<file path="src/gcc_pkg.sv">
package gcc_pkg;

   // -----------------------------------------------------------------
   // clock source selection
   // -----------------------------------------------------------------
   typedef enum logic [1:0] {
      CLK_SRC_FIRST_PIN,
      CLK_SRC_SECOND_PIN,
      CLK_SRC_PTERM
   } clk_src_t;

   // -----------------------------------------------------------------
   // timing
   // -----------------------------------------------------------------
   localparam int unsigned CLK_PERIOD_NS     = 100;
   localparam int unsigned POR_TIME_US       = 5;
   // longest time rounds down, never below one cycle
   localparam int unsigned POR_CYCLES_RAW    = (POR_TIME_US * 1000) / CLK_PERIOD_NS;
   localparam int unsigned POR_CYCLES        = (POR_CYCLES_RAW < 1) ? 1 : POR_CYCLES_RAW;
   localparam int unsigned POR_CNT_W         = 6;
   localparam logic [5:0]  POR_CNT_RST       = 6'h00;

   // -----------------------------------------------------------------
   // group layout
   // -----------------------------------------------------------------
   localparam int unsigned CELLS_PER_GROUP   = 10;
   localparam int unsigned NUM_GROUPS        = 2;
   localparam int unsigned GROUP_A           = 0;
   localparam int unsigned GROUP_B           = 1;
   localparam logic        REG_RST_VAL       = 1'b0;
   localparam logic [1:0]  SYNC_RST          = 2'h0;

   // -----------------------------------------------------------------
   // configuration of one global cell
   // -----------------------------------------------------------------
   typedef struct packed {
      clk_src_t clk_src;
      logic     io_clk_falling;
   } gcell_cfg_t;

   // -----------------------------------------------------------------
   // sum-of-products control terms into one global cell
   // -----------------------------------------------------------------
   typedef struct packed {
      logic pterm_clk;
      logic preset_sop;
      logic reset_sop;
      logic register_type_select;
   } gcell_terms_t;

   // -----------------------------------------------------------------
   // per logic control cell inputs of one group
   // -----------------------------------------------------------------
   typedef struct packed {
      logic [CELLS_PER_GROUP-1:0] clk_falling;
      logic [CELLS_PER_GROUP-1:0] data_a;
      logic [CELLS_PER_GROUP-1:0] data_k;
      logic [CELLS_PER_GROUP-1:0] jk_mode;
   } lcc_group_t;

   function automatic logic pick_clk(input clk_src_t s, input logic p1,
                                     input logic p2, input logic pt);
      unique case (s)
         CLK_SRC_FIRST_PIN:  pick_clk = p1;
         CLK_SRC_SECOND_PIN: pick_clk = p2;
         CLK_SRC_PTERM:      pick_clk = pt;
         default:            pick_clk = p1;
      endcase
   endfunction

   // rising or falling edge of a sampled clock
   function automatic logic clk_edge(input logic cur, input logic prv,
                                     input logic falling);
      clk_edge = falling ? (prv & ~cur) : (~prv & cur);
   endfunction

endpackage

</file>
<file path="src/global_cell_group.sv">
`timescale 1ns/100ps
module global_cell_group (
   input  wire logic                                  i_sys_clk,
   input  wire logic                                  i_nrst,
   input  wire logic                                  i_por_done,
   input  wire logic                                  i_first_clock_pin,
   input  wire logic                                  i_second_clock_pin,
   input  wire gcc_pkg::gcell_cfg_t                   i_cfg,
   input  wire gcc_pkg::gcell_terms_t                 i_terms,
   input  wire gcc_pkg::lcc_group_t                   i_lcc,
   input  wire logic [gcc_pkg::CELLS_PER_GROUP-1:0]   i_io_data,
   output logic [gcc_pkg::CELLS_PER_GROUP-1:0]        o_lcc_q,
   output logic [gcc_pkg::CELLS_PER_GROUP-1:0]        o_io_q
);
   import gcc_pkg::*;

   // -----------------------------------------------------------------
   // clock selection and edge detect
   // -----------------------------------------------------------------
   logic sel_clk;
   logic sel_clk_ff;
   logic io_edge;
   logic [CELLS_PER_GROUP-1:0] lcc_edge;

   assign sel_clk = pick_clk(i_cfg.clk_src, i_first_clock_pin,
                             i_second_clock_pin, i_terms.pterm_clk);

   always_ff @(posedge i_sys_clk or negedge i_nrst) begin
      if (!i_nrst) begin
         sel_clk_ff <= REG_RST_VAL;
      end else begin
         sel_clk_ff <= sel_clk;
      end
   end

   assign io_edge = clk_edge(sel_clk, sel_clk_ff, i_cfg.io_clk_falling);

   always_comb begin
      for (int i = 0; i < CELLS_PER_GROUP; i++) begin
         lcc_edge[i] = clk_edge(sel_clk, sel_clk_ff, i_lcc.clk_falling[i]);
      end
   end

   // -----------------------------------------------------------------
   // logic control cell registers
   // -----------------------------------------------------------------
   logic [CELLS_PER_GROUP-1:0] nxt_lcc_q;
   logic [CELLS_PER_GROUP-1:0] lcc_q_ff;

   always_comb begin
      for (int i = 0; i < CELLS_PER_GROUP; i++) begin
         nxt_lcc_q[i] = lcc_q_ff[i];
         if (lcc_edge[i]) begin
            if (i_terms.register_type_select) begin
               nxt_lcc_q[i] = i_lcc.data_a[i];
            end else if (i_lcc.jk_mode[i]) begin
               unique case ({i_lcc.data_a[i], i_lcc.data_k[i]})
                  2'b10:   nxt_lcc_q[i] = 1'b1;
                  2'b01:   nxt_lcc_q[i] = 1'b0;
                  2'b11:   nxt_lcc_q[i] = ~lcc_q_ff[i];
                  default: nxt_lcc_q[i] = lcc_q_ff[i];
               endcase
            end else begin
               nxt_lcc_q[i] = lcc_q_ff[i] ^ i_lcc.data_a[i];
            end
         end
      end
   end

   // reset wins over preset
   always_ff @(posedge i_sys_clk or negedge i_nrst) begin
      if (!i_nrst) begin
         lcc_q_ff <= '0;
      end else if (!i_por_done || i_terms.reset_sop) begin
         lcc_q_ff <= '0;
      end else if (i_terms.preset_sop) begin
         lcc_q_ff <= '1;
      end else begin
         lcc_q_ff <= nxt_lcc_q;
      end
   end

   // -----------------------------------------------------------------
   // io cell input registers
   // -----------------------------------------------------------------
   logic [CELLS_PER_GROUP-1:0] io_q_ff;

   always_ff @(posedge i_sys_clk or negedge i_nrst) begin
      if (!i_nrst) begin
         io_q_ff <= '0;
      end else if (!i_por_done || i_terms.reset_sop) begin
         io_q_ff <= '0;
      end else if (i_terms.preset_sop) begin
         io_q_ff <= '1;
      end else if (io_edge) begin
         io_q_ff <= i_io_data;
      end
   end

   assign o_lcc_q = lcc_q_ff;
   assign o_io_q  = io_q_ff;

endmodule

</file>
<file path="src/global_clock_control_cell.sv">
`timescale 1ns/100ps
module global_clock_control_cell (
   input  wire logic                                  i_sys_clk,
   input  wire logic                                  i_nrst,
   input  wire logic                                  i_first_clock_pin,
   input  wire logic                                  i_second_clock_pin,
   input  wire gcc_pkg::gcell_cfg_t                   i_cfg_a,
   input  wire gcc_pkg::gcell_cfg_t                   i_cfg_b,
   input  wire gcc_pkg::gcell_terms_t                 i_terms_a,
   input  wire gcc_pkg::gcell_terms_t                 i_terms_b,
   input  wire gcc_pkg::lcc_group_t                   i_lcc_a,
   input  wire gcc_pkg::lcc_group_t                   i_lcc_b,
   input  wire logic [gcc_pkg::CELLS_PER_GROUP-1:0]   i_io_data_a,
   input  wire logic [gcc_pkg::CELLS_PER_GROUP-1:0]   i_io_data_b,
   output logic [gcc_pkg::CELLS_PER_GROUP-1:0]        o_lcc_q_a,
   output logic [gcc_pkg::CELLS_PER_GROUP-1:0]        o_lcc_q_b,
   output logic [gcc_pkg::CELLS_PER_GROUP-1:0]        o_io_q_a,
   output logic [gcc_pkg::CELLS_PER_GROUP-1:0]        o_io_q_b,
   output logic                                       o_por_done
);
   import gcc_pkg::*;

   // -----------------------------------------------------------------
   // pin synchronisers, second and third stage must agree
   // -----------------------------------------------------------------
   logic [2:0] first_clock_pin_sync_ff;
   logic [2:0] second_clock_pin_sync_ff;
   logic       first_clock_pin_ff;
   logic       second_clock_pin_ff;

   always_ff @(posedge i_sys_clk or negedge i_nrst) begin
      if (!i_nrst) begin
         first_clock_pin_sync_ff <= 3'h0;
         second_clock_pin_sync_ff <= 3'h0;
      end else begin
         first_clock_pin_sync_ff <= {first_clock_pin_sync_ff[1:0], i_first_clock_pin};
         second_clock_pin_sync_ff <= {second_clock_pin_sync_ff[1:0], i_second_clock_pin};
      end
   end

   always_ff @(posedge i_sys_clk or negedge i_nrst) begin
      if (!i_nrst) begin
         first_clock_pin_ff <= REG_RST_VAL;
         second_clock_pin_ff <= REG_RST_VAL;
      end else begin
         if (first_clock_pin_sync_ff[1] == first_clock_pin_sync_ff[2]) begin
            first_clock_pin_ff <= first_clock_pin_sync_ff[2];
         end
         if (second_clock_pin_sync_ff[1] == second_clock_pin_sync_ff[2]) begin
            second_clock_pin_ff <= second_clock_pin_sync_ff[2];
         end
      end
   end

   // -----------------------------------------------------------------
   // power-on clear
   // -----------------------------------------------------------------
   logic [POR_CNT_W-1:0] por_cnt_ff;
   logic                 por_done_ff;

   always_ff @(posedge i_sys_clk or negedge i_nrst) begin
      if (!i_nrst) begin
         por_cnt_ff  <= POR_CNT_RST;
         por_done_ff <= 1'b0;
      end else if (!por_done_ff) begin
         if (por_cnt_ff == POR_CNT_W'(POR_CYCLES - 1)) begin
            por_done_ff <= 1'b1;
         end else begin
            por_cnt_ff <= por_cnt_ff + POR_CNT_W'(1);
         end
      end
   end

   assign o_por_done = por_done_ff;

   // -----------------------------------------------------------------
   // global cells A and B
   // -----------------------------------------------------------------
   global_cell_group u_group_a (
      .i_sys_clk          (i_sys_clk),
      .i_nrst             (i_nrst),
      .i_por_done         (por_done_ff),
      .i_first_clock_pin  (first_clock_pin_ff),
      .i_second_clock_pin (second_clock_pin_ff),
      .i_cfg              (i_cfg_a),
      .i_terms            (i_terms_a),
      .i_lcc              (i_lcc_a),
      .i_io_data          (i_io_data_a),
      .o_lcc_q            (o_lcc_q_a),
      .o_io_q             (o_io_q_a)
   );

   global_cell_group u_group_b (
      .i_sys_clk          (i_sys_clk),
      .i_nrst             (i_nrst),
      .i_por_done         (por_done_ff),
      .i_first_clock_pin  (first_clock_pin_ff),
      .i_second_clock_pin (second_clock_pin_ff),
      .i_cfg              (i_cfg_b),
      .i_terms            (i_terms_b),
      .i_lcc              (i_lcc_b),
      .i_io_data          (i_io_data_b),
      .o_lcc_q            (o_lcc_q_b),
      .o_io_q             (o_io_q_b)
   );

endmodule

</file>
<file path="config.mk">
export PLATFORM = sky130hd
export DESIGN_NAME = global_clock_control_cell
export DESIGN_NICKNAME = d
export VERILOG_FILES = /design/src/gcc_pkg.sv /design/src/global_cell_group.sv /design/src/global_clock_control_cell.sv
export SDC_FILE = /design/constraint.sdc
export NUM_CORES = 1
export LEC_CHECK = 0
export BUFFER_PORTS_ARGS = -buffer_cell sky130_fd_sc_hd__buf_4
export CORE_MARGIN = 2
export CORE_UTILIZATION = 45
export DETAILED_ROUTE_END_ITERATION = 10
export HOLD_SLACK_MARGIN = 0.08
export PLACE_DENSITY = 0.76
export SLEW_MARGIN = 25
export SYNTH_ARGS = -nofsm -noshare
export SYNTH_HDL_FRONTEND = slang
export SYNTH_SLANG_ARGS = --single-unit
export TNS_END_PERCENT = 30
</file>
<file path="constraint.sdc">
create_clock -name i_sys_clk -period 1.7 [get_ports i_sys_clk]
set_input_delay 0.085 -clock i_sys_clk [delete_from_list [all_inputs] [get_ports i_sys_clk]]
set_output_delay 0.085 -clock i_sys_clk [all_outputs]
set_load 0.02 [all_outputs]
</file>
==> impl_results.html, run 1 <==
<table>
<tr><th>Metric</th><th>Value</th></tr>
<tr><th colspan="2">Timing</th></tr>
<tr><td>Post-route clock skew</td><td>0.0144 ns</td></tr>
<tr><td>Number of max-slew violations in the final report</td><td>0</td></tr>
<tr><td>Worst Tran Pin Value</td><td>0.492 ns</td></tr>
<tr><td>Fin crit share</td><td>107%</td></tr>
<tr><td>Final worst hold slack</td><td>0.170 ns</td></tr>
<tr><td>Timing-limited maximum frequency</td><td>548 MHz</td></tr>
<tr><td>RSZ-0062 raised after global routing</td><td>yes</td></tr>
<tr><td>Final critical-path required period</td><td>1.82 ns</td></tr>
<tr><td>Final setup TNS</td><td>-3.07 ns</td></tr>
<tr><td>Final setup viols</td><td>40</td></tr>
<tr><td>Max-slew headroom</td><td>67.1%</td></tr>
<tr><td>Final worst-path setup slack</td><td>-0.124 ns</td></tr>
<tr><td>Number of hold violations in the final report</td><td>0</td></tr>
<tr><th colspan="2">Routing</th></tr>
<tr><td>Number of DRC markers after the initial detailed-route iteration</td><td>138</td></tr>
<tr><td>Vias</td><td>4241</td></tr>
<tr><td>Residual DRC count</td><td>0</td></tr>
<tr><td>Routed vias/inst</td><td>5.74</td></tr>
<tr><td>Average wire per cell in the routed design</td><td>16.9 um</td></tr>
<tr><td>DR pass1 iterations</td><td>4</td></tr>
<tr><td>Total routed wirelength</td><td>12500 um</td></tr>
<tr><td>Antenna Violating Nets Remaining</td><td>0</td></tr>
<tr><th colspan="2">Global routing</th></tr>
<tr><td>Overall global routing resource usage</td><td>24.4%</td></tr>
<tr><td>Gr ovfl total</td><td>0</td></tr>
<tr><td>Number of antenna violations at the first check in global routing</td><td>0</td></tr>
<tr><td>Wire length of the first global-routing pass</td><td>19900 um</td></tr>
<tr><td>Largest net degree at the start of global routing</td><td>31</td></tr>
<tr><td>Number of global-route vias before repair</td><td>4242</td></tr>
<tr><th colspan="2">Placed design</th></tr>
<tr><td>Total cell area at the placement stage</td><td>5510 sq um</td></tr>
<tr><td>Detailed Place HPWL</td><td>8610 um</td></tr>
<tr><td>Count of input and output buffers</td><td>158</td></tr>
<tr><td>Global placement routability congestion</td><td>0.860</td></tr>
<tr><td>Post-placement worst setup slack</td><td>-0.343 ns</td></tr>
<tr><th colspan="2">Clock network</th></tr>
<tr><td>Buffer depth of the longest clock path</td><td>2</td></tr>
<tr><td>Clk Tree Root Cell</td><td>sky130_fd_sc_hd__clkbuf_8</td></tr>
<tr><td>CTS tree</td><td>built</td></tr>
<tr><td>CTS sink cnt</td><td>57</td></tr>
<tr><td>Number of buffers created by CTS</td><td>9</td></tr>
<tr><td>Insertion delay of the later-clocked pin in the worst-skew pair</td><td>0.34 ns</td></tr>
<tr><td>Number of H-tree branching levels</td><td>3</td></tr>
<tr><td>CTS clock-pin slew for the worst setup and hold paths</td><td>0.08 ns</td></tr>
<tr><th colspan="2">Cells and area</th></tr>
<tr><td>Layout Cell Area excl Fill</td><td>6120 sq um</td></tr>
<tr><td>Layout cells sized above 1</td><td>40.1%</td></tr>
<tr><td>Number of antenna diodes</td><td>0</td></tr>
<tr><td>Most common library cell in the layout ignoring fill and taps</td><td>sky130_fd_sc_hd__buf_4</td></tr>
<tr><td>Nets</td><td>758</td></tr>
<tr><td>Layout overhead on the synthesized area</td><td>49.6%</td></tr>
<tr><td>Top library cells by usage in the layout, fill and taps aside</td><td>183 x sky130_fd_sc_hd__buf_4, 56 x sky130_fd_sc_hd__dfrtp_1, 40 x sky130_fd_sc_hd__a21oi_1</td></tr>
<tr><th colspan="2">Worst hold path</th></tr>
<tr><td>Number of cells on the worst hold path</td><td>4</td></tr>
<tr><td>Class of the tightest hold or removal check</td><td>input port to register</td></tr>
<tr><th colspan="2">Logic synthesis</th></tr>
<tr><td>Dominant cell type by area after synthesis</td><td>sky130_fd_sc_hd__dfrtp_1</td></tr>
<tr><td>Sequential-to-total area share from yosys stat</td><td>34.9%</td></tr>
<tr><td>Post-synthesis cell area</td><td>4090 sq um</td></tr>
<tr><td>Count of unique library cells instantiated by Yosys</td><td>36</td></tr>
<tr><td>Most instantiated flip-flop cell in the synthesis netlist</td><td>sky130_fd_sc_hd__dfrtp_1</td></tr>
<tr><td>Number of standard cells after synthesis</td><td>434</td></tr>
<tr><td>Number of storage elements in the synthesis netlist</td><td>57</td></tr>
<tr><td>Proportion of netlist area held by the largest area contributor</td><td>34.9%</td></tr>
<tr><td>Ranking of synthesized cells by area</td><td>sky130_fd_sc_hd__dfrtp_1 35%, sky130_fd_sc_hd__o31ai_2 6.1%, sky130_fd_sc_hd__mux2_1 5.5%</td></tr>
<tr><td>Warnings, synthesis</td><td>0</td></tr>
<tr><td>Fraction of registers with async set or reset after synthesis</td><td>100%</td></tr>
<tr><td>Number of enable flip-flop cells after synthesis</td><td>0</td></tr>
<tr><td>Post-synthesis average cell area</td><td>9.43 sq um</td></tr>
<tr><td>Post-Syn Nets</td><td>566</td></tr>
<tr><th colspan="2">Floorplanning</th></tr>
<tr><td>Core region area</td><td>8760 sq um</td></tr>
<tr><td>Floorplan die width</td><td>99.4 um</td></tr>
<tr><td>Top-Level Pins</td><td>159</td></tr>
<tr><td>Height of the chip</td><td>99.4 um</td></tr>
<tr><td>Site Rows</td><td>34</td></tr>
<tr><td>Area of the die</td><td>9870 sq um</td></tr>
<tr><td>Starting density of the core</td><td>46.7%</td></tr>
<tr><th colspan="2">Power</th></tr>
<tr><td>Power per Cell Area</td><td>592 nW/um^2</td></tr>
<tr><td>Peak supply drop</td><td>0.568 mV</td></tr>
<tr><td>Total power after layout</td><td>3.63 mW</td></tr>
<tr><td>Leakage power summed over all cells</td><td>2.76 nW</td></tr>
<tr><th colspan="2">Worst setup path</th></tr>
<tr><td>CP endpoint kind</td><td>register</td></tr>
<tr><td>Largest driver fanout on the critical path</td><td>9</td></tr>
<tr><td>Crit path max-delay cell type</td><td>sky130_fd_sc_hd__or4_1</td></tr>
<tr><td>Worst path top cell family by delay</td><td>simple AND/OR/NAND/NOR gates</td></tr>
<tr><td>Data required time of the worst path</td><td>1.92 ns</td></tr>
<tr><td>Reg-to-reg setup timing slack</td><td>-0.12 ns</td></tr>
<tr><td>Depth of the worst register-to-register path</td><td>5</td></tr>
<tr><td>Critical path start-end classification</td><td>register to register</td></tr>
<tr><td>Buf+Inv Stages, Crit Path</td><td>1</td></tr>
<tr><td>Cell breakdown of the critical path</td><td>a221oi_4 &gt; buf_4 &gt; or4_1 &gt; a32oi_1 &gt; mux2_1</td></tr>
<tr><td>Worst Setup Start Kind</td><td>register</td></tr>
<tr><td>Data arrival at the endpoint of the critical path</td><td>2.04 ns</td></tr>
<tr><td>Total number of cells along the worst setup path</td><td>5</td></tr>
<tr><td>Max stage delay on crit path</td><td>0.48 ns</td></tr>
<tr><th colspan="2">Run</th></tr>
<tr><td>Reported max-cap violation count</td><td>0</td></tr>
<tr><th colspan="2">Run status</th></tr>
<tr><td>Violated checks</td><td>negative setup slack</td></tr>
<tr><td>Run status</td><td>finished, violations left</td></tr>
</table>
-- cells by family (layout without fill, tap and decap cells) --
kind of cell / Yosys count / in the layout / synth area share [%]
buffers and inverters: 44 / 240 / 5.32
XOR/XNOR: 5 / 5 / 1.07
flip-flops: 57 / 57 / 34.9
adder cells (fa/ha/maj): 16 / 16 / 4.77
AO/OA/AOI/OAI: 130 / 130 / 23.9
multiplexers: 24 / 24 / 6.48
AND/OR/NAND/NOR: 158 / 159 / 23.6
-- cell usage after synthesis, drive strengths merged, types with 4 or more instances --
cell type	instances
nand4	20
nor4b	4
mux2	20
nor3b	16
clkbuf	20
inv	12
buf	12
ha	14
a31oi	4
nor2	30
a32oi	20
o31ai	20
nand2b	18
mux2i	4
o21bai	5
nand2	6
a21oi	40
dfrtp	57
o21ai	17
o211ai	22
nor2b	35
or4	22
-- flip-flops by register name, summed over array words and instances (netlist names) --
register,flops
u_group_b.sel_clk_ff,1
u_group_a.sel_clk_ff,1
first_clock_pin_ff,1
u_group_b.o_io_q,10
second_clock_pin_ff,1
first_clock_pin_sync_ff,3
u_group_a.o_lcc_q,10
u_group_a.o_io_q,10
u_group_b.o_lcc_q,10
second_clock_pin_sync_ff,3
por_cnt_ff,6
o_por_done,1
-- worst min-delay path: stages --
cell,delay [ns]
sky130_fd_sc_hd__buf_4,0.10
sky130_fd_sc_hd__a21oi_1,0.05
sky130_fd_sc_hd__a21oi_1,0.11
sky130_fd_sc_hd__mux2_1,0.13
-- path summary, 6_finish.rpt --
kind,startpoint,endpoint
setup / recovery,second_clock_pin_ff,u_group_b.o_lcc_q[8]
setup reg to reg,second_clock_pin_ff,u_group_b.o_lcc_q[8]
hold reg to reg,first_clock_pin_sync_ff[0],first_clock_pin_sync_ff[1]
min in group asynchronous,i_nrst,u_group_b.o_io_q[3]
max in group asynchronous,i_nrst,second_clock_pin_ff
hold / removal,i_lcc_b[21],u_group_b.o_lcc_q[1]
-- final cells by class --
type | count | area [sq um]
Fill cell | 697 | 2640
Timing Repair Buffer | 212 | 1710
Multi-Input combinational cell | 334 | 2590
Inverter | 12 | 45.0
Clock inverter | 7 | 95.1
Clock buffer | 9 | 124
Sequential cell | 57 | 1430
Tap cell | 108 | 135
-- what timing repair did --
item | 4_1_cts | 5_1_grt
endpoints found under the setup margin | 40 | 40
cloned | 1 | 1
hold buffers | 23 | 0
resized for setup | 9 | 20
hold endpoints to repair | 79 | 0
setup buffers | 0 | 1
pin swaps | 20 | 12
-- per-stage QoR --
| stage | std cells | util [%] |
|---|---|---|
| after detailed placement | 697 | 62.9 |
| final | 739 | 69.9 |
| after CTS | 737 | 68.5 |
| after global placement | 697 | 62.9 |
| after global routing | 739 | 69.9 |
| after floorplan | 434 | - |
-- metal layers --
layer  up-vias  share of wire (%)  track usage [%]
li1       2038                  -                -
met1      2071                 42             31.6
met2       117                 52             42.0
met3        15                4.4             2.81
met4         0                1.6             9.27
met5         -                  0                0
-- where the power goes --
part	internal, mW	total [mW]	leakage (nW)	switching (mW)
clock	0.821	1.42	0.0975	0.599
combinational	0.427	0.817	1.90	0.390
sequential	1.38	1.39	0.758	0.0145
total	2.62	3.63	2.76	1.00
No activity file was read; power rests on OpenSTA's default activity.
==> run 2, diff against run 1 <==
--- a/config.mk
+++ b/config.mk
@@ -15,4 +15,4 @@
 export SYNTH_ARGS = -nofsm -noshare
 export SYNTH_HDL_FRONTEND = slang
 export SYNTH_SLANG_ARGS = --single-unit
-export TNS_END_PERCENT = 30
+export TNS_END_PERCENT = 1
==> impl_results.html, run 2 (same netlist as run 1, synthesis figures left out) <==
<table>
<tr><th>Metric</th><th>Value</th></tr>
<tr><th colspan="2">Floorplanning</th></tr>
<tr><td>Floorplan die width</td><td>99.4 um (unchanged)</td></tr>
<tr><td>Height of the chip</td><td>99.4 um (unchanged)</td></tr>
<tr><td>Top-Level Pins</td><td>159 (unchanged)</td></tr>
<tr><td>Site Rows</td><td>34 (unchanged)</td></tr>
<tr><td>Area of the die</td><td>9870 sq um (unchanged)</td></tr>
<tr><td>Starting density of the core</td><td>46.7% (unchanged)</td></tr>
<tr><td>Core region area</td><td>8760 sq um (unchanged)</td></tr>
<tr><th colspan="2">Cells and area</th></tr>
<tr><td>Layout cells sized above 1</td><td>38.9% (was 40.1%)</td></tr>
<tr><td>Layout Cell Area excl Fill</td><td>6070 sq um (was 6120 sq um)</td></tr>
<tr><td>Most common library cell in the layout ignoring fill and taps</td><td>sky130_fd_sc_hd__buf_4 (unchanged)</td></tr>
<tr><td>Area occupied by multi-input gates</td><td>2530 sq um (was 2590 sq um)</td></tr>
<tr><td>Top library cells by usage in the layout, fill and taps aside</td><td>183 x sky130_fd_sc_hd__buf_4, 56 x sky130_fd_sc_hd__dfrtp_1, 40 x sky130_fd_sc_hd__a21oi_1 (unchanged)</td></tr>
<tr><td>Number of antenna diodes</td><td>0 (unchanged)</td></tr>
<tr><td>Area occupied by registers</td><td>1430 sq um (unchanged)</td></tr>
<tr><td>Layout overhead on the synthesized area</td><td>48.3% (was 49.6%)</td></tr>
<tr><td>Post-layout instance count excluding filler cells</td><td>738 (was 739)</td></tr>
<tr><td>Nets</td><td>757 (was 758)</td></tr>
<tr><td>Final cell utilization of the core</td><td>69.2% (was 69.9%)</td></tr>
<tr><td>Layout fillers</td><td>702 (was 697)</td></tr>
<tr><th colspan="2">Worst setup path</th></tr>
<tr><td>Largest driver fanout on the critical path</td><td>23 (was 9)</td></tr>
<tr><td>Data arrival at the endpoint of the critical path</td><td>2.08 ns (was 2.04 ns)</td></tr>
<tr><td>Critical path start-end classification</td><td>register to register (unchanged)</td></tr>
<tr><td>Worst Setup Start Kind</td><td>register (unchanged)</td></tr>
<tr><td>CP endpoint kind</td><td>register (unchanged)</td></tr>
<tr><td>Data required time of the worst path</td><td>1.92 ns (about the same)</td></tr>
<tr><th colspan="2">Placed design</th></tr>
<tr><td>Placed Cells</td><td>697 (unchanged)</td></tr>
<tr><td>Total cell area at the placement stage</td><td>5510 sq um (unchanged)</td></tr>
<tr><td>Count of input and output buffers</td><td>158 (unchanged)</td></tr>
<tr><td>Detailed Place HPWL</td><td>8610 um (unchanged)</td></tr>
<tr><td>Post-placement worst setup slack</td><td>-0.343 ns (unchanged)</td></tr>
<tr><td>Global placement routability congestion</td><td>0.860 (unchanged)</td></tr>
<tr><th colspan="2">Timing</th></tr>
<tr><td>Max-slew headroom</td><td>53.2% (was 67.1%)</td></tr>
<tr><td>Fin crit share</td><td>109% (was 107%)</td></tr>
<tr><td>Number of max-slew violations in the final report</td><td>0 (unchanged)</td></tr>
<tr><td>RSZ-0062 raised after global routing</td><td>yes (unchanged)</td></tr>
<tr><td>Final worst-path setup slack</td><td>-0.153 ns (was -0.124 ns)</td></tr>
<tr><td>Number of hold violations in the final report</td><td>0 (unchanged)</td></tr>
<tr><td>Worst Tran Pin Value</td><td>0.698 ns (was 0.492 ns)</td></tr>
<tr><td>Final critical-path required period</td><td>1.85 ns (was 1.82 ns)</td></tr>
<tr><td>Post-route clock skew</td><td>0.0147 ns (was 0.0144 ns)</td></tr>
<tr><td>Final setup TNS</td><td>-3.05 ns (was -3.07 ns)</td></tr>
<tr><td>Timing-limited maximum frequency</td><td>540 MHz (was 548 MHz)</td></tr>
<tr><td>Final setup viols</td><td>40 (unchanged)</td></tr>
<tr><th colspan="2">Run status</th></tr>
<tr><td>Run status</td><td>finished, violations left (unchanged)</td></tr>
<tr><td>Violated checks</td><td>negative setup slack (unchanged)</td></tr>
<tr><th colspan="2">Global routing</th></tr>
<tr><td>Largest net degree at the start of global routing</td><td>31 (unchanged)</td></tr>
<tr><td>Wire length of the first global-routing pass</td><td>19700 um (was 19900 um)</td></tr>
<tr><td>Number of antenna violations at the first check in global routing</td><td>0 (unchanged)</td></tr>
<tr><td>Gr ovfl total</td><td>0 (unchanged)</td></tr>
<tr><td>Overall global routing resource usage</td><td>24.3% (was 24.4%)</td></tr>
<tr><td>Number of global-route vias before repair</td><td>4219 (was 4242)</td></tr>
<tr><th colspan="2">Worst hold path</th></tr>
<tr><td>Class of the tightest hold or removal check</td><td>input port to register (unchanged)</td></tr>
<tr><th colspan="2">Routing</th></tr>
<tr><td>Routed vias/inst</td><td>5.72 (was 5.74)</td></tr>
<tr><td>Number of DRC markers after the initial detailed-route iteration</td><td>125 (was 138)</td></tr>
<tr><td>Antenna Violating Nets Remaining</td><td>0 (unchanged)</td></tr>
<tr><td>Average wire per cell in the routed design</td><td>16.7 um (was 16.9 um)</td></tr>
<tr><td>Residual DRC count</td><td>0 (unchanged)</td></tr>
<tr><td>Vias</td><td>4223 (was 4241)</td></tr>
<tr><td>DR pass1 iterations</td><td>4 (unchanged)</td></tr>
<tr><td>Total routed wirelength</td><td>12300 um (was 12500 um)</td></tr>
<tr><th colspan="2">Run</th></tr>
<tr><td>Reported max-cap violation count</td><td>0 (unchanged)</td></tr>
<tr><th colspan="2">Clock network</th></tr>
<tr><td>Insertion delay of the later-clocked pin in the worst-skew pair</td><td>0.34 ns (about the same)</td></tr>
<tr><td>Buffer depth of the longest clock path</td><td>2 (unchanged)</td></tr>
<tr><td>Number of buffers created by CTS</td><td>9 (unchanged)</td></tr>
<tr><td>CTS tree</td><td>built (unchanged)</td></tr>
<tr><td>Number of H-tree branching levels</td><td>3 (unchanged)</td></tr>
<tr><td>CTS clock-pin slew for the worst setup and hold paths</td><td>0.08 ns (about the same)</td></tr>
<tr><td>Clk Tree Root Cell</td><td>sky130_fd_sc_hd__clkbuf_8 (unchanged)</td></tr>
<tr><td>CTS sink cnt</td><td>57 (unchanged)</td></tr>
<tr><th colspan="2">Power</th></tr>
<tr><td>Power per Cell Area</td><td>596 nW/um^2 (was 592 nW/um^2)</td></tr>
<tr><td>Peak supply drop</td><td>0.568 mV (about the same)</td></tr>
<tr><td>Leakage power summed over all cells</td><td>2.74 nW (was 2.76 nW)</td></tr>
</table>
## run 2: cell count changes in the layout (fill, tap and decap cells not counted), moves of 2 or more
cell and change:
sky130_fd_sc_hd__mux2_1 +2, sky130_fd_sc_hd__a32oi_1 +3, sky130_fd_sc_hd__or4_4 -2, sky130_fd_sc_hd__or4_1 +2, sky130_fd_sc_hd__a32oi_2 -3, sky130_fd_sc_hd__mux2_4 -2
## run 2: through the flow
step / total power [mW] / hold slack [ns]
5_1_grt: 3.77 / 0.195
2_1_floorplan: 1.74 / -0.211
3_3_place_gp: 2.11 / 0.0196
4_1_cts: 3.61 / 0.163
6_report: 3.62 / 0.168
3_5_place_dp: 2.14 / 0.0283
## run 2: what timing repair did
item,CTS,global route
pin swaps,19,10
hold buffers,23,0
hold endpoints to repair,79,0
resized for setup,7,13
buffers inserted,0,1
gates cloned,0,1
setup endpoints to repair,40,40
## run 2: where the power goes
part	leakage (nW)	internal [mW]	total (mW)	switching (mW)
combinational	1.88	0.423	0.805	0.382
clock	0.0975	0.821	1.42	0.600
sequential	0.758	1.37	1.39	0.0143
total	2.74	2.62	3.62	0.996
## run 2: path summary, 6_finish.rpt
| check | end | depth (start not counted) | startpoint | slack [ns] |
|---|---|---|---|---|
| min in group asynchronous | u_group_b.o_io_q[3] | 2 | i_nrst | 0.22 |
| hold / removal | u_group_b.o_lcc_q[1] | 4 | i_lcc_b[21] | 0.17 |
| hold reg to reg | first_clock_pin_sync_ff[1] | 0 | first_clock_pin_sync_ff[0] | 0.36 |
| max in group asynchronous | second_clock_pin_ff | 3 | i_nrst | 0.96 |
| setup / recovery | u_group_a.o_lcc_q[0] | 5 | second_clock_pin_ff | -0.15 |
| setup reg to reg | u_group_a.o_lcc_q[0] | 5 | second_clock_pin_ff | -0.15 |
## run 2: final cells by class
class | instances | share of cell area (%)
Sequential cell | 57 | 23.5
Inverter | 12 | 0.742
Clock buffer | 9 | 2.04
Multi-Input combinational cell | 333 | 41.8
Timing Repair Buffer | 212 | 28.1
Clock inverter | 7 | 1.57
Tap cell | 108 | 2.23
## run 2: worst max-delay path, stage by stage (launching register included)
cell	delay [ns]
sky130_fd_sc_hd__dfrtp_2	0.41
sky130_fd_sc_hd__a221oi_2	0.09
sky130_fd_sc_hd__buf_12	0.16
sky130_fd_sc_hd__or4_1	0.46
sky130_fd_sc_hd__a32oi_1	0.27
sky130_fd_sc_hd__mux2_1	0.35
## run 2: routing by layer
metal	vias up	GRT usage [%]	part of all wire, %
met2	112	41.7	52
li1	2029	-	-
met5	-	0	0
met4	0	9.27	1.5
met3	15	2.95	4.0
met1	2067	31.2	42
==> run 3, diff against run 2 <==
==> constraint.sdc (replaced) <==
create_clock -name i_sys_clk -period 1.7 [get_ports i_sys_clk]
set_input_delay 0.17 -clock i_sys_clk [delete_from_list [all_inputs] [get_ports i_sys_clk]]
set_output_delay 0.17 -clock i_sys_clk [all_outputs]
set_load 0.02 [all_outputs]
==> impl_results.html, run 3 (same netlist as run 1, synthesis figures left out) <==
<table>
<tr><th>Metric</th><th>Value</th></tr>
<tr><th colspan="2">Worst setup path</th></tr>
<tr><td>Largest driver fanout on the critical path</td><td>23 (unchanged)</td></tr>
<tr><td>CP endpoint kind</td><td>register (unchanged)</td></tr>
<tr><td>Depth of the worst register-to-register path</td><td>5 (unchanged)</td></tr>
<tr><td>Worst R2R Start</td><td>second_clock_pin_ff (unchanged)</td></tr>
<tr><td>Max stage delay on crit path</td><td>0.47 ns (was 0.46 ns)</td></tr>
<tr><td>Worst Setup Start Kind</td><td>register (unchanged)</td></tr>
<tr><td>Reg-to-reg setup timing slack</td><td>-0.15 ns (about the same)</td></tr>
<tr><td>Data arrival at the endpoint of the critical path</td><td>2.06 ns (was 2.08 ns)</td></tr>
<tr><td>Critical path start-end classification</td><td>register to register (unchanged)</td></tr>
<tr><td>Endpoint of the worst register-to-register path</td><td>u_group_b.o_lcc_q[4] (was u_group_a.o_lcc_q[0])</td></tr>
<tr><td>Crit path max-delay cell type</td><td>sky130_fd_sc_hd__or4_1 (unchanged)</td></tr>
<tr><td>Data required time of the worst path</td><td>1.91 ns (was 1.92 ns)</td></tr>
<tr><td>Cell breakdown of the critical path</td><td>a221oi_2 &gt; buf_12 &gt; or4_1 &gt; a32oi_1 &gt; mux2_1 (unchanged)</td></tr>
<tr><td>CP Launch Point</td><td>second_clock_pin_ff (unchanged)</td></tr>
<tr><th colspan="2">Floorplanning</th></tr>
<tr><td>Height of the chip</td><td>99.4 um (unchanged)</td></tr>
<tr><td>Site Rows</td><td>34 (unchanged)</td></tr>
<tr><td>Area of the die</td><td>9870 sq um (unchanged)</td></tr>
<tr><td>Core region area</td><td>8760 sq um (unchanged)</td></tr>
<tr><td>Starting density of the core</td><td>46.7% (unchanged)</td></tr>
<tr><td>Floorplan die width</td><td>99.4 um (unchanged)</td></tr>
<tr><td>Top-Level Pins</td><td>159 (unchanged)</td></tr>
<tr><th colspan="2">Global routing</th></tr>
<tr><td>GRT met2 Usage</td><td>40.5% (was 41.7%)</td></tr>
<tr><td>Highest-utilization routing layer at the global route stage</td><td>met2 (unchanged)</td></tr>
<tr><td>Largest net degree at the start of global routing</td><td>58 (was 31)</td></tr>
<tr><td>Gr ovfl total</td><td>0 (unchanged)</td></tr>
<tr><td>Met3 layer usage reported by global route</td><td>2.81% (was 2.95%)</td></tr>
<tr><td>Number of antenna violations at the first check in global routing</td><td>0 (unchanged)</td></tr>
<tr><td>Number of global-route vias before repair</td><td>4032 (was 4219)</td></tr>
<tr><td>Met1 Resource Use GR</td><td>30.0% (was 31.2%)</td></tr>
<tr><td>Overall global routing resource usage</td><td>23.2% (was 24.3%)</td></tr>
<tr><td>Wire length of the first global-routing pass</td><td>19000 um (was 19700 um)</td></tr>
<tr><th colspan="2">Placed design</th></tr>
<tr><td>Total cell area at the placement stage</td><td>5530 sq um (was 5510 sq um)</td></tr>
<tr><td>Detailed Place HPWL</td><td>8690 um (was 8610 um)</td></tr>
<tr><td>Global placement routability congestion</td><td>0.820 (was 0.860)</td></tr>
<tr><td>Count of input and output buffers</td><td>158 (unchanged)</td></tr>
<tr><th colspan="2">Clock network</th></tr>
<tr><td>CTS clock-pin slew for the worst setup and hold paths</td><td>0.07 ns (was 0.08 ns)</td></tr>
<tr><td>CTS tree</td><td>built (unchanged)</td></tr>
<tr><td>Buffer depth of the longest clock path</td><td>2 (unchanged)</td></tr>
<tr><td>Insertion delay of the later-clocked pin in the worst-skew pair</td><td>0.33 ns (was 0.34 ns)</td></tr>
<tr><td>Clk Tree Root Cell</td><td>sky130_fd_sc_hd__clkbuf_8 (unchanged)</td></tr>
<tr><td>Number of buffers created by CTS</td><td>9 (unchanged)</td></tr>
<tr><td>Number of H-tree branching levels</td><td>3 (unchanged)</td></tr>
<tr><td>CTS sink cnt</td><td>57 (unchanged)</td></tr>
<tr><th colspan="2">Power</th></tr>
<tr><td>Total power after layout</td><td>3.33 mW (was 3.62 mW)</td></tr>
<tr><td>Power per Cell Area</td><td>575 nW/um^2 (was 596 nW/um^2)</td></tr>
<tr><td>Peak supply drop</td><td>0.336 mV (was 0.568 mV)</td></tr>
<tr><td>Leakage power summed over all cells</td><td>2.62 nW (was 2.74 nW)</td></tr>
<tr><th colspan="2">Cells and area</th></tr>
<tr><td>Area occupied by registers</td><td>1430 sq um (about the same)</td></tr>
<tr><td>Layout fillers</td><td>741 (was 702)</td></tr>
<tr><td>Layout Cell Area excl Fill</td><td>5790 sq um (was 6070 sq um)</td></tr>
<tr><td>Most common library cell in the layout ignoring fill and taps</td><td>sky130_fd_sc_hd__buf_4 (unchanged)</td></tr>
<tr><td>Layout overhead on the synthesized area</td><td>41.4% (was 48.3%)</td></tr>
<tr><td>Number of antenna diodes</td><td>0 (unchanged)</td></tr>
<tr><td>Area occupied by multi-input gates</td><td>2520 sq um (was 2530 sq um)</td></tr>
<tr><td>Top library cells by usage in the layout, fill and taps aside</td><td>182 x sky130_fd_sc_hd__buf_4, 55 x sky130_fd_sc_hd__dfrtp_1, 40 x sky130_fd_sc_hd__a21oi_1 (was 183 x sky130_fd_sc_hd__buf_4, 56 x sky130_fd_sc_hd__dfrtp_1, 40 x sky130_fd_sc_hd__a21oi_1)</td></tr>
<tr><td>Layout cells sized above 1</td><td>39.3% (was 38.9%)</td></tr>
<tr><td>Final cell utilization of the core</td><td>66.0% (was 69.2%)</td></tr>
<tr><td>Nets</td><td>734 (was 757)</td></tr>
<tr><th colspan="2">Routing</th></tr>
<tr><td>Vias</td><td>4161 (was 4223)</td></tr>
<tr><td>Number of DRC markers after the initial detailed-route iteration</td><td>125 (unchanged)</td></tr>
<tr><td>Routed vias/inst</td><td>5.83 (was 5.72)</td></tr>
<tr><td>DR pass1 iterations</td><td>5 (was 4)</td></tr>
<tr><td>Total routed wirelength</td><td>11600 um (was 12300 um)</td></tr>
<tr><td>Average wire per cell in the routed design</td><td>16.2 um (was 16.7 um)</td></tr>
<tr><td>Residual DRC count</td><td>0 (unchanged)</td></tr>
<tr><td>Antenna Violating Nets Remaining</td><td>0 (unchanged)</td></tr>
<tr><th colspan="2">Worst hold path</th></tr>
<tr><td>Number of cells on the worst hold path</td><td>3 (was 4)</td></tr>
<tr><td>Class of the tightest hold or removal check</td><td>input port to register (unchanged)</td></tr>
<tr><td>Endpoint with the worst hold slack</td><td>u_group_b.o_io_q[2] (was u_group_b.o_lcc_q[1])</td></tr>
<tr><td>Worst Min Path Start</td><td>i_io_data_b[2] (was i_lcc_b[21])</td></tr>
<tr><th colspan="2">Timing</th></tr>
<tr><td>Timing-limited maximum frequency</td><td>540 MHz (about the same)</td></tr>
<tr><td>Final worst-path setup slack</td><td>-0.151 ns (was -0.153 ns)</td></tr>
<tr><td>Number of hold violations in the final report</td><td>0 (unchanged)</td></tr>
<tr><td>Fin crit share</td><td>109% (about the same)</td></tr>
<tr><td>Final critical-path required period</td><td>1.85 ns (about the same)</td></tr>
<tr><td>Post-route clock skew</td><td>0.0143 ns (was 0.0147 ns)</td></tr>
<tr><td>Max-slew headroom</td><td>49.8% (was 53.2%)</td></tr>
<tr><td>Final setup TNS</td><td>-2.30 ns (was -3.05 ns)</td></tr>
<tr><td>Worst Tran Pin Value</td><td>0.754 ns (was 0.698 ns)</td></tr>
<tr><td>Final setup viols</td><td>32 (was 40)</td></tr>
<tr><td>RSZ-0062 raised after global routing</td><td>yes (unchanged)</td></tr>
<tr><td>Number of max-slew violations in the final report</td><td>0 (unchanged)</td></tr>
<tr><th colspan="2">Run</th></tr>
<tr><td>Reported max-cap violation count</td><td>0 (unchanged)</td></tr>
<tr><th colspan="2">Run status</th></tr>
<tr><td>Violated checks</td><td>negative setup slack (unchanged)</td></tr>
<tr><td>Run status</td><td>finished, violations left (unchanged)</td></tr>
</table>
## run 3: routing by layer
layer	share of wire, %	up-vias
met5	0	-
met3	4.6	17
met1	41	2028
met4	1.6	0
met2	52	126
li1	-	1990
## run 3: cell type report
type / instances / share of cell area [%]
sequential: 57 / 24.7
tap: 108 / 2.34
clock inverter: 2 / 0.216
inverter: 12 / 0.779
clock buffer: 13 / 2.92
multi-input combinational: 333 / 43.5
timing repair buffer: 189 / 25.5
## run 3: metrics by stage
stage	hold slack (ns)	setup slack (ns)	std cells
after global routing	0.143	-0.214	714
after global placement	0.276	-0.306	695
after detailed placement	0.282	-0.359	695
after floorplan	-0.126	-0.0639	434
final	0.148	-0.151	714
after CTS	0.142	-0.145	713
## run 3: timing repair
action	in CTS	in global routing
gates resized for setup	4	5
setup buffers	0	1
hold buffers	3	0
endpoints found under the hold margin	59	0
endpoints found under the setup margin	40	40
pin swaps	16	6
## run 3: worst max-delay path: cells and delay by family (launching register included)
family          cells  cell delay, ns
simple gates        1            0.47
compound gates      2            0.35
mux                 1            0.36
flops               1            0.41
buf+inv             1            0.16
## run 3: how the worst max path moves through the flow
stage / to / slack, ns / cells past startpoint
after global placement: u_group_a.o_io_q[4] / -0.31 / 8
after detailed placement: u_group_b.o_io_q[4] / -0.36 / 8
final: u_group_b.o_lcc_q[4] / -0.15 / 5
after global routing: u_group_a.o_lcc_q[4] / -0.21 / 5
after floorplan: u_group_a.o_lcc_q[9] / -0.06 / 7
after CTS: u_group_b.o_lcc_q[5] / -0.14 / 5
## run 3: power breakdown
| group | switching (mW) | total (mW) | internal [mW] |
|---|---|---|---|
| Sequential | 0.0177 | 1.39 | 1.38 |
| Combinational | 0.359 | 0.759 | 0.400 |
| Clock | 0.533 | 1.17 | 0.639 |
